==> src/clock_safeguard_defines.svh <==
// offsets, field positions, reset values and timing counts of the clock block
// assumes the including file sits in the same folder
`ifndef CLOCK_SAFEGUARD_DEFINES_SVH
`define CLOCK_SAFEGUARD_DEFINES_SVH

`define MCLK_PERIOD_NS 50
`define SG_MIN_PERIOD_NS 125
`define SG_MIN_CYCLES ((`SG_MIN_PERIOD_NS + `MCLK_PERIOD_NS - 1) / `MCLK_PERIOD_NS)
`define BACKUP_PERIOD_NS 2000
`define BACKUP_TIMEOUT_CYCLES ((`BACKUP_PERIOD_NS + `MCLK_PERIOD_NS - 1) / `MCLK_PERIOD_NS)
`define STARTUP_SHORT_CYCLES 2048
`define STARTUP_LONG_CYCLES 32768
`define PERIPH_DIVIDE 12
`define CPU_DIVIDE 13

`define ADDR_CONV_CTRL 8'hD1
`define ADDR_DIV_CTRL 8'hDC
`define ADDR_STATUS 8'hDF
`define OSC_STOP_BIT 2
`define CONV_CTRL_RESET 8'h00
`define DIV_CTRL_RESET 2'h0
`define STAT_ON_BACKUP 0
`define STAT_MAIN_RUN 1
`define STAT_STARTING 2
`define STAT_SG_ON 3

`endif

==> src/clock_safeguard_pkg.sv <==
// types shared by the clock safeguard and divider block
// assumes nothing beyond the defines header
package clock_safeguard_pkg;

  typedef enum logic [1:0] {
    ST_STARTING,
    ST_ALIGN,
    ST_RUN_MAIN,
    ST_RUN_BACKUP
  } clk_state_e;

  typedef struct packed {
    logic [7:0] addr;
    logic [7:0] wdata;
    logic wr;
    logic rd;
  } reg_req_s;

endpackage : clock_safeguard_pkg

==> src/edge_sync.sv <==
// two-flop synchroniser with rising edge detect, one bit per lane
// assumes inputs are asynchronous to mclk
`timescale 1ns/1ps

module edge_sync #(
  parameter int W = 1
) (
  // clock and reset
  input wire logic mclk,
  input wire logic rst,
  // pins
  input wire logic [W-1:0] pin,
  // synchronised level and edge
  output logic [W-1:0] level,
  output logic [W-1:0] rise
);

  logic [W-1:0] meta;
  logic [W-1:0] prev;

  always_ff @(posedge mclk) begin
    if (rst) begin
      meta <= '0;
      level <= '0;
      prev <= '0;
      rise <= '0;
    end else begin
      meta <= pin;
      level <= meta;
      prev <= level;
      rise <= level & ~prev;
    end
  end

endmodule : edge_sync

==> src/tick_divider.sv <==
// enable-pulse divider with a run-time ratio
// assumes en is a one-cycle pulse on mclk; ratio of zero acts as one
`timescale 1ns/1ps

module tick_divider #(
  parameter int W = 4
) (
  // clock and reset
  input wire logic mclk,
  input wire logic rst,
  // input pulses and ratio
  input wire logic en,
  input wire logic [W-1:0] ratio,
  // divided pulse
  output logic tick
);

  logic [W-1:0] cnt;
  logic wrap;

  assign wrap = (ratio == '0) || (cnt >= ratio - 1'b1);

  always_ff @(posedge mclk) begin
    if (rst) begin
      cnt <= '0;
      tick <= 1'b0;
    end else begin
      tick <= en && wrap;
      if (en) begin
        if (wrap) begin
          cnt <= '0;
        end else begin
          cnt <= cnt + 1'b1;
        end
      end
    end
  end

endmodule : tick_divider

==> src/clock_safeguard.sv <==
// clock safeguard, backup oscillator switch and internal clock dividers
// assumes oscillator pins and option straps are asynchronous to mclk,
// and a register port master on mclk with one-cycle strobes
`timescale 1ns/1ps
`include "clock_safeguard_defines.svh"

////////////////////////////////////////////////////////////////////////////////
// Notes on behaviour
// - timer, converter, watchdog tick: internal divided by twelve
// - cpu machine cycle: internal clock divided by thirteen
// - stop control is bit 2 at D1h
// - stop with safeguard: main off, backup on
// - main restarts on stop cleared or reset
// - stay on backup through startup and instruction
// - backup starts one period after missing edge
// - backup clock drives everything, only slower
// - power-on delay counter fed by backup first
// - backup off once main has finished startup delay and cpu alignment
// - safeguard limits rate, removes spike edges
// - too fast input: drop cycles to stay below limit
// - safeguard enabled by option, not register
// - option picks crystal input or resistor oscillator
// - divider control write-only at DCh, reset 00h
// - ratio code 00:1, 01:2, 1x:4
// - startup delay 2048 or 32768 oscillator cycles
// - safeguard option high enables, low disables
module clock_safeguard
  import clock_safeguard_pkg::*;
#(
  parameter int STARTUP_SHORT = `STARTUP_SHORT_CYCLES,
  parameter int STARTUP_LONG = `STARTUP_LONG_CYCLES,
  parameter int SG_MIN = `SG_MIN_CYCLES,
  parameter int BACKUP_TIMEOUT = `BACKUP_TIMEOUT_CYCLES
) (
  // clock and reset
  input wire logic mclk,
  input wire logic rst,
  // register port
  input wire clock_safeguard_pkg::reg_req_s req,
  output logic [7:0] rdata,
  // oscillator pins
  input wire logic xtal_osc_in,
  input wire logic rc_osc_in,
  input wire logic backup_osc_in,
  output logic main_osc_en,
  output logic backup_osc_en,
  // option straps
  input wire logic safeguard_enable_option,
  input wire logic osc_type_option,
  input wire logic delay_option,
  // converter control bits
  output logic [7:0] converter_control_reg,
  // clock enables and state
  output logic int_tick,
  output logic cpu_tick,
  output logic periph_tick,
  output logic on_backup,
  output logic por_delay_done
);

  import clock_safeguard_pkg::*;

  function automatic logic [3:0] decode_ratio(input logic [1:0] sel);
    logic [3:0] r;
    r = 4'h4;
    if (sel == 2'h0) begin
      r = 4'h1;
    end else if (sel == 2'h1) begin
      r = 4'h2;
    end
    return r;
  endfunction : decode_ratio

  //////////////////////////////////////////////////////////////////////////////
  // synchronisers

  logic [2:0] osc_level;
  logic [2:0] osc_rise;
  logic [2:0] opt_level;

  edge_sync #(.W(3)) u_osc_sync (
    .mclk(mclk),
    .rst(rst),
    .pin({backup_osc_in, rc_osc_in, xtal_osc_in}),
    .level(osc_level),
    .rise(osc_rise)
  );

  edge_sync #(.W(3)) u_opt_sync (
    .mclk(mclk),
    .rst(rst),
    .pin({delay_option, osc_type_option, safeguard_enable_option}),
    .level(opt_level),
    .rise()
  );

  logic sg_on;
  logic rc_sel;
  logic long_delay;
  logic main_raw_edge;
  logic backup_edge;

  assign sg_on = opt_level[0];
  assign rc_sel = opt_level[1];
  assign long_delay = opt_level[2];
  assign main_raw_edge = rc_sel ? osc_rise[1] : osc_rise[0];
  assign backup_edge = osc_rise[2];

  //////////////////////////////////////////////////////////////////////////////
  // registers

  logic [1:0] div_sel;
  clk_state_e state;
  logic stop_eff;

  assign stop_eff = sg_on && converter_control_reg[`OSC_STOP_BIT];

  always_ff @(posedge mclk) begin
    if (rst) begin
      converter_control_reg <= `CONV_CTRL_RESET;
    end else if (req.wr && req.addr == `ADDR_CONV_CTRL) begin
      converter_control_reg <= req.wdata;
    end
  end

  always_ff @(posedge mclk) begin
    if (rst) begin
      div_sel <= `DIV_CTRL_RESET;
    end else if (req.wr && req.addr == `ADDR_DIV_CTRL) begin
      div_sel <= req.wdata[1:0];
    end
  end

  always_ff @(posedge mclk) begin
    if (rst) begin
      rdata <= 8'h00;
    end else if (req.rd) begin
      case (req.addr)
        `ADDR_CONV_CTRL: rdata <= converter_control_reg;
        `ADDR_STATUS: begin
          rdata <= 8'h00;
          rdata[`STAT_ON_BACKUP] <= on_backup;
          rdata[`STAT_MAIN_RUN] <= (state == ST_RUN_MAIN);
          rdata[`STAT_STARTING] <= (state == ST_STARTING);
          rdata[`STAT_SG_ON] <= sg_on;
        end
        default: rdata <= 8'h00;
      endcase
    end else begin
      rdata <= 8'h00;
    end
  end

  //////////////////////////////////////////////////////////////////////////////
  // spike filter

  logic [3:0] gap_cnt;
  logic main_edge;

  assign main_edge = main_raw_edge && (!sg_on || gap_cnt >= 4'(SG_MIN));

  always_ff @(posedge mclk) begin
    if (rst) begin
      gap_cnt <= 4'hF;
    end else if (main_edge) begin
      gap_cnt <= 4'h1;
    end else if (gap_cnt != 4'hF) begin
      gap_cnt <= gap_cnt + 4'h1;
    end
  end

  //////////////////////////////////////////////////////////////////////////////
  // missing edge timeout

  logic [7:0] miss_cnt;
  logic missing;

  assign missing = sg_on && (miss_cnt >= 8'(BACKUP_TIMEOUT));

  always_ff @(posedge mclk) begin
    if (rst) begin
      miss_cnt <= 8'h00;
    end else if (main_edge || state != ST_RUN_MAIN) begin
      miss_cnt <= 8'h00;
    end else if (!missing) begin
      miss_cnt <= miss_cnt + 8'h01;
    end
  end

  //////////////////////////////////////////////////////////////////////////////
  // startup delay

  logic [15:0] start_cnt;
  logic main_seen;
  logic count_edge;
  logic delay_done;
  logic [15:0] start_last;

  assign start_last = long_delay ? 16'(STARTUP_LONG - 1) : 16'(STARTUP_SHORT - 1);
  assign count_edge = main_seen ? main_edge : (sg_on && backup_edge);
  assign delay_done = (start_cnt >= start_last) && main_seen;

  always_ff @(posedge mclk) begin
    if (rst) begin
      start_cnt <= 16'h0000;
      main_seen <= 1'b0;
    end else if (state != ST_STARTING) begin
      start_cnt <= 16'h0000;
      main_seen <= 1'b0;
    end else begin
      if (main_edge) begin
        main_seen <= 1'b1;
      end
      if (count_edge && start_cnt < start_last) begin
        start_cnt <= start_cnt + 16'h0001;
      end
    end
  end

  always_ff @(posedge mclk) begin
    if (rst) begin
      por_delay_done <= 1'b0;
    end else if (state == ST_RUN_MAIN) begin
      por_delay_done <= 1'b1;
    end
  end

  //////////////////////////////////////////////////////////////////////////////
  // source state machine

  clk_state_e next_state;

  always_comb begin
    next_state = state;
    case (state)
      ST_STARTING: begin
        if (stop_eff) begin
          next_state = ST_RUN_BACKUP;
        end else if (delay_done) begin
          next_state = ST_ALIGN;
        end
      end
      ST_ALIGN: begin
        if (stop_eff) begin
          next_state = ST_RUN_BACKUP;
        end else if (cpu_tick) begin
          next_state = ST_RUN_MAIN;
        end
      end
      ST_RUN_MAIN: begin
        if (stop_eff || missing) begin
          next_state = ST_RUN_BACKUP;
        end
      end
      ST_RUN_BACKUP: begin
        if (!stop_eff) begin
          next_state = ST_STARTING;
        end
      end
      default: next_state = ST_STARTING;
    endcase
  end

  always_ff @(posedge mclk) begin
    if (rst) begin
      state <= ST_STARTING;
    end else begin
      state <= next_state;
    end
  end

  always_ff @(posedge mclk) begin
    if (rst) begin
      main_osc_en <= 1'b1;
      backup_osc_en <= 1'b0;
      on_backup <= 1'b0;
    end else begin
      main_osc_en <= !stop_eff;
      backup_osc_en <= sg_on && next_state != ST_RUN_MAIN;
      on_backup <= sg_on && next_state != ST_RUN_MAIN;
    end
  end

  //////////////////////////////////////////////////////////////////////////////
  // internal clock and dividers

  logic src_edge;
  logic src_raw;
  logic [1:0] src_gap;

  // sources change only between edge pulses, and a switch never squeezes two edges
  assign src_raw = on_backup ? backup_edge : main_edge;
  assign src_edge = src_raw && (!sg_on || src_gap == 2'h3);

  always_ff @(posedge mclk) begin
    if (rst) begin
      src_gap <= 2'h3;
    end else if (src_edge) begin
      src_gap <= 2'h1;
    end else if (src_gap != 2'h3) begin
      src_gap <= src_gap + 2'h1;
    end
  end

  tick_divider #(.W(4)) u_prescale (
    .mclk(mclk),
    .rst(rst),
    .en(src_edge),
    .ratio(decode_ratio(div_sel)),
    .tick(int_tick)
  );

  tick_divider #(.W(4)) u_periph_div (
    .mclk(mclk),
    .rst(rst),
    .en(int_tick),
    .ratio(4'(`PERIPH_DIVIDE)),
    .tick(periph_tick)
  );

  tick_divider #(.W(4)) u_cpu_div (
    .mclk(mclk),
    .rst(rst),
    .en(int_tick),
    .ratio(4'(`CPU_DIVIDE)),
    .tick(cpu_tick)
  );

endmodule : clock_safeguard

==> config.mk <==
export PLATFORM = sky130hd
export DESIGN_NAME = clock_safeguard
export DESIGN_NICKNAME = d
export VERILOG_FILES = /design/src/clock_safeguard_pkg.sv /design/src/edge_sync.sv /design/src/tick_divider.sv /design/src/clock_safeguard.sv
export VERILOG_INCLUDE_DIRS = /design/src
export SDC_FILE = /design/constraint.sdc
export NUM_CORES = 1
export LEC_CHECK = 0
export ABC_AREA = 1
export BUFFER_PORTS_ARGS = -buffer_cell sky130_fd_sc_hd__buf_4
export CAP_MARGIN = 10
export CORE_ASPECT_RATIO = 0.5
export CORE_MARGIN = 10
export CORE_UTILIZATION = 63
export CTS_BUF_LIST = sky130_fd_sc_hd__clkbuf_2 sky130_fd_sc_hd__clkbuf_4 sky130_fd_sc_hd__clkbuf_8
export DETAILED_ROUTE_END_ITERATION = 16
export PLACE_DENSITY = 0.95
export SLEW_MARGIN = 30
export SYNTH_ARGS = -nofsm -noshare
export SYNTH_HDL_FRONTEND = slang
export SYNTH_SLANG_ARGS = --single-unit
==> constraint.sdc <==
create_clock -name mclk -period 3.2 [get_ports mclk]
set_input_delay 0.32 -clock mclk [delete_from_list [all_inputs] [get_ports mclk]]
set_output_delay 0.32 -clock mclk [all_outputs]
set_load 0.05 [all_outputs]
Word level (Yosys, flattened, before mapping)
Cells that the tools add are included.
{"block": "totals", "regBits": 87, "output_inout_bits": 23}
{"block": "op_classes", "n_addsub": 8, "n_lt_le_gt_ge": 7, "eq_ne": 12, "muxes": 21, "bitwise": 3, "reduce_logical": 31}
{"cell": "== test 8 bit, second input constant", "count": 3}
{"cell": "two-way mux 4 bit", "count": 5}
{"cell": "adder 16 x 1 -> 16 bit, second input constant", "count": 1}
{"cell": "adder 4 x 1 -> 4 bit, second input constant", "count": 4}
{"cell": "greater-or-equal comparator 16 x 15 -> 1 bit", "count": 1}
{"cell": "< comparator 16 x 15 -> 1 bit", "count": 1}
{"cell": "two-way mux 2 bit", "count": 8}
{"cell": "case mux 8 bit (2 select lines)", "count": 1}
{"cell": "two-way mux 15 bit", "count": 1}
{"cell": "logical AND 1 bit", "count": 13}
{"cell": "OR reduction 2 bit", "count": 5}
{"cell": "adder 8 x 1 -> 8 bit, second input constant", "count": 1}
{"cell": "greater-or-equal comparator 4 bit, second input constant", "count": 2}
{"cell": "greater-or-equal comparator 8 x 6 -> 1 bit, second input constant", "count": 1}
{"cell": "case mux 2 bit (4 select lines)", "count": 1}
{"cell": "== test 2 bit, second input constant", "count": 3}
{"cell": "two-way mux 3 bit", "count": 2}
{"cell": "inequality test 2 bit, second input constant", "count": 3}
{"cell": "nonzero test 2 bit", "count": 3}
{"cell": "logical OR 1 bit", "count": 5}
{"cell": "== test 2 x 1 -> 1 bit, second input constant", "count": 2}
{"cell": "greater-or-equal comparator 4 x 2 -> 1 bit, second input constant", "count": 1}
{"cell": "greater-or-equal comparator 4 bit", "count": 1}
{"cell": "logical NOT 2 bit", "count": 2}
{"cell": "other kinds (9)", "count": 12}

Depth between registers and ports, before layout
{"block": "depth", "depth_word": 8, "depth_mapped": 12, "depth_no_buf": 12}

Cells and area by module
From an unflattened synthesis, not the netlist that was laid out.
{"block": "unflattened", "hier_cells": 611, "hier_area_um2": 4499.3}
{"mod": "clock_safeguard", "instances": 1, "cells_per_inst": 402, "area_per_inst_um2": 2780.2, "seq_area_each_um2": 1081.0}
{"mod": "tick_divider", "instances": 3, "cells_per_inst": 47, "area_per_inst_um2": 357.8, "seq_area_each_um2": 100.1}
{"mod": "edge_sync", "instances": 2, "cells_per_inst": 34, "area_per_inst_um2": 322.8, "seq_area_each_um2": 240.2}

Worst setup path before layout
No wires, ideal clock.
{"block": "synth_timing", "path_kind": "register to register", "from": "register u_opt_sync.level[2]", "to": "register start_cnt[11]", "setup_time_ns": 0.070, "arrival_ns": 1.545, "slack_ns": 1.584, "stages_incl_launch_ff": 13, "period_less_slack_ns": 1.616, "cell_sequence": "dfxtp_1 inv_1 ha_1 nand2_1 nand2_1 nand2_1 nand2_1 nor2_1 nand2_1 nor2_4 buf_6 nand2_1 a21oi_1"}
{"block": "synth_via", "elab_chain_len": 3}
{"item": "from (decl)", "line": "edge_sync.sv:14", "source": "output logic [W-1:0] level,"}
{"item": "from (signal assigned)", "line": "edge_sync.sv:29", "source": "level <= meta;"}
{"item": "two-way mux 15 bit", "line": "clock_safeguard.sv:199", "source": "assign start_last = long_delay ? 16'(STARTUP_LONG - 1) : 16'(STARTUP_SHORT - 1);"}
{"item": "< comparator 16 x 15 -> 1 bit", "line": "clock_safeguard.sv:214", "source": "if (count_edge && start_cnt < start_last) begin"}
{"item": "logical AND 1 bit", "line": "clock_safeguard.sv:214"}
{"item": "to (signal assigned)", "line": "clock_safeguard.sv:215", "source": "start_cnt <= start_cnt + 16'h0001;"}
{"item": "to (decl)", "line": "clock_safeguard.sv:193", "source": "logic [15:0] start_cnt;"}
No other way between the ends.
A chain may end at the register's enable or synchronous reset.

Final worst setup path
{"block": "layout_timing", "from": "register start_cnt[13]", "to": "register start_cnt[5]"}
{"block": "layout_via", "elab_chain_len": 2}
{"item": "< comparator 16 x 15 -> 1 bit", "line": "clock_safeguard.sv:214"}
{"item": "logical AND 1 bit", "line": "clock_safeguard.sv:214"}
No other way between the ends.

==> results.cfg <==
[global_route]
grt.total_usage_pct = 18.8
grt_pass1_vias = 3278
grt_pass1_wl_um = 14700
grt_max_degree = 35
antenna_found_initial = 0
grt-ovfl-total = 0

[sta]
maxSlewHeadroom_pct = 32.2
fin_ws_ns = 1.22
max_freq_mhz = 505
post-route-min-period_ns = 1.98
finalHoldViolations = 0
finalSetupViolCount = 0
rsz0062_at_grt = no
finClkSkew_ns = 0.0111
finalMaxSlewViolations = 0
post-route-period-util_pct = 61.9
fin_setup_tns_ns = 0
tightest_slew_ns = 1.01

[floorplan]
io_pins = 49
die_w_um = 130
die_y_um = 75.2
dieArea_sq_um = 9800
core_sq_um = 5680
start_util_pct = 67.6
rows = 19

[cts]
cts.sinks = 87
ctsResizeCount = 0
hold_buffers = 0
cts_setup_buffers = 0
cts_buffers = 9
cts_buffer_depth = 2
clk_latency_ns = 0.38
cts-root-buf = clkbuf_8
cts.clk_slew.worst_paths_ns = 0.08
cts_tree = built
cts_htree_levels = 3

[final_layout]
nNetsFinal = 608
insertedDiodeCount = 0
largest_reg_flops = 16
area_growth_pct = 15.7
multi_input_area_sq_um = 1770
top_register = start_cnt
num-fill-cells = 386
seq_area_sq_um = 1740
drive_gt1_share_pct = 12.7

[detailed_routing]
vias_per_cell = 5.36
drtIter0Drc = 290
vias = 3464
dr.pass1.iters = 5
drc_errors = 0
ant_nets = 0
finalWirelength_um = 8880
routedWlPerCell_um = 13.7

[critical_path]
cp_data_arrival_time_ns = 2.28
reg2reg_setup_slack_ns = 1.22
start_kind = register
cp.required_ns = 3.50
endpoint = start_cnt[5]
crit_type = register to register
reg2regPathDepth = 10
r2r_end = start_cnt[5]
cp-startpoint = start_cnt[13]
r2r_start = start_cnt[13]
end_kind = register
path_max_fanout = 17

[logic_synthesis]
yosysUniqueCellTypes = 27
synth_area_sq_um = 3840
yosysMostFrequentCell = nand2_1
synth-seq-area-share_pct = 45.4
synth_top_area_share_pct = 45.4
syn-instance-count = 521
synth_area_leader_cell = dfxtp_1
ys_top_cells_by_area = dfxtp_1, nand2_1, nor2_1
ys_warn_count = 0
async_reset_ff_share_pct = 0
avgSynthCellArea_sq_um = 7.37
synth_top_flop_cell = dfxtp_1
ys_seq_elements = 87
synth_edf_count = 0
syn-num-nets = 561
synthTopCellsByCount = nand2_1, dfxtp_1, nor2_1, inv_1, a21oi_1

[worst_hold_path]
hold_class = input port to register

[pwr]
ir_drop_uv = 358
power_density_nw_per_um2 = 514
p_leak_nw = 1.94

[flow_run]
drv_cap = 0

[run_status]
status = complete, no violations

[placement]
gp_congestion = 0.909
hpwlAfterDp_um = 6130
pre_cts_slack_ns = 1.37
port_buffers = 48
[where the power goes]
part / switching [mW] / leakage (nW) / internal, mW / total (mW)
registers: 0.0326 / 0.706 / 1.13 / 1.16
clock network: 0.388 / 0.118 / 0.483 / 0.871
logic: 0.143 / 1.12 / 0.107 / 0.250
total: 0.564 / 1.94 / 1.72 / 2.28
[cell families after synthesis]
| kind of cell | after synthesis | share of synthesized area, % |
|---|---|---|
| AND/OR/NAND/NOR | 271 | 30.7 |
| AO/OA/AOI/OAI | 56 | 7.43 |
| buffers and inverters | 78 | 8.51 |
| multiplexers | 1 | 0.261 |
| flip-flops | 87 | 45.4 |
| XOR/XNOR | 14 | 3.19 |
| adder cells (fa/ha/maj) | 14 | 4.56 |
[cell type report]
class	count	share of cell area, %
sequential	87	39.2
clock buffer	12	3.44
timing repair buffer	48	8.11
clock inverter	4	1.75
tap	73	2.06
multi-input combinational	356	39.9
inverter	66	5.58
[layer usage]
layer / wire length [um] / GRT usage (%)
met3: 447 / 5.68
met1: 3790 / 21.0
met2: 4420 / 32.8
met5: 0 / 0
met4: 221 / 9.79
[cells in the final DEF, fill, tap and decap left out]
cell and count:
a21oi_1 38, a31oi_1 3, buf_4 48, bufinv_16 2, clkbuf_4 2, clkbuf_8 10
clkinv_4 1, dfxtp_1 87, ha_1 14, inv_1 66, inv_6 1, mux2i_1 1
nand2_1 131, nand2_2 2, nand3_1 28, nand3_2 3, nand3b_1 4, nand4_1 10
nor2_1 67, nor2_4 1, nor3_1 19, nor4_1 3, nor4_4 1, o21ai_0 14
o22ai_1 1, or2_2 2, xnor2_1 9, xor2_1 5
[worst max-delay path: stages, from the launching register on]
cell	delay [ns]
dfxtp_1	0.44
ha_1	0.30
nand2_1	0.08
nand2_1	0.05
nand2_1	0.08
nand2_1	0.08
nor2_1	0.15
nand2_1	0.13
nor2_4	0.34
nand2_1	0.11
a21oi_1	0.14
[metrics by stage]
| step | power [mW] | utilization, % | instances | area (sq um) | hold slack (ns) |
|---|---|---|---|---|---|
| after global routing | 2.37 | 78.2 | 646 | 4440 | 0.149 |
| after detailed placement | 1.43 | 74.1 | 630 | 4210 | 0.385 |
| after CTS | 2.29 | 78.2 | 646 | 4440 | 0.132 |
| final | 2.28 | 78.2 | 646 | 4440 | 0.137 |
| after floorplan | 1.36 | - | 521 | 3840 | 0.373 |
| after global placement | 1.41 | 74.1 | 630 | 4210 | 0.377 |
[how the worst min path moves through the flow]
stage                       startpoint            endpoint  slack [ns]  depth (start not counted)
floorplan           u_osc_sync.prev[2]  u_osc_sync.rise[2]        0.37                          1
global placement    u_osc_sync.prev[2]  u_osc_sync.rise[2]        0.38                          1
detailed placement  u_osc_sync.prev[2]  u_osc_sync.rise[2]        0.38                          1
CTS                          rc_osc_in  u_osc_sync.meta[1]        0.13                          3
global route             backup_osc_in  u_osc_sync.meta[2]        0.15                          3
finish                     xtal_osc_in  u_osc_sync.meta[0]        0.14                          3
No activity file was read; power rests on OpenSTA's default activity.
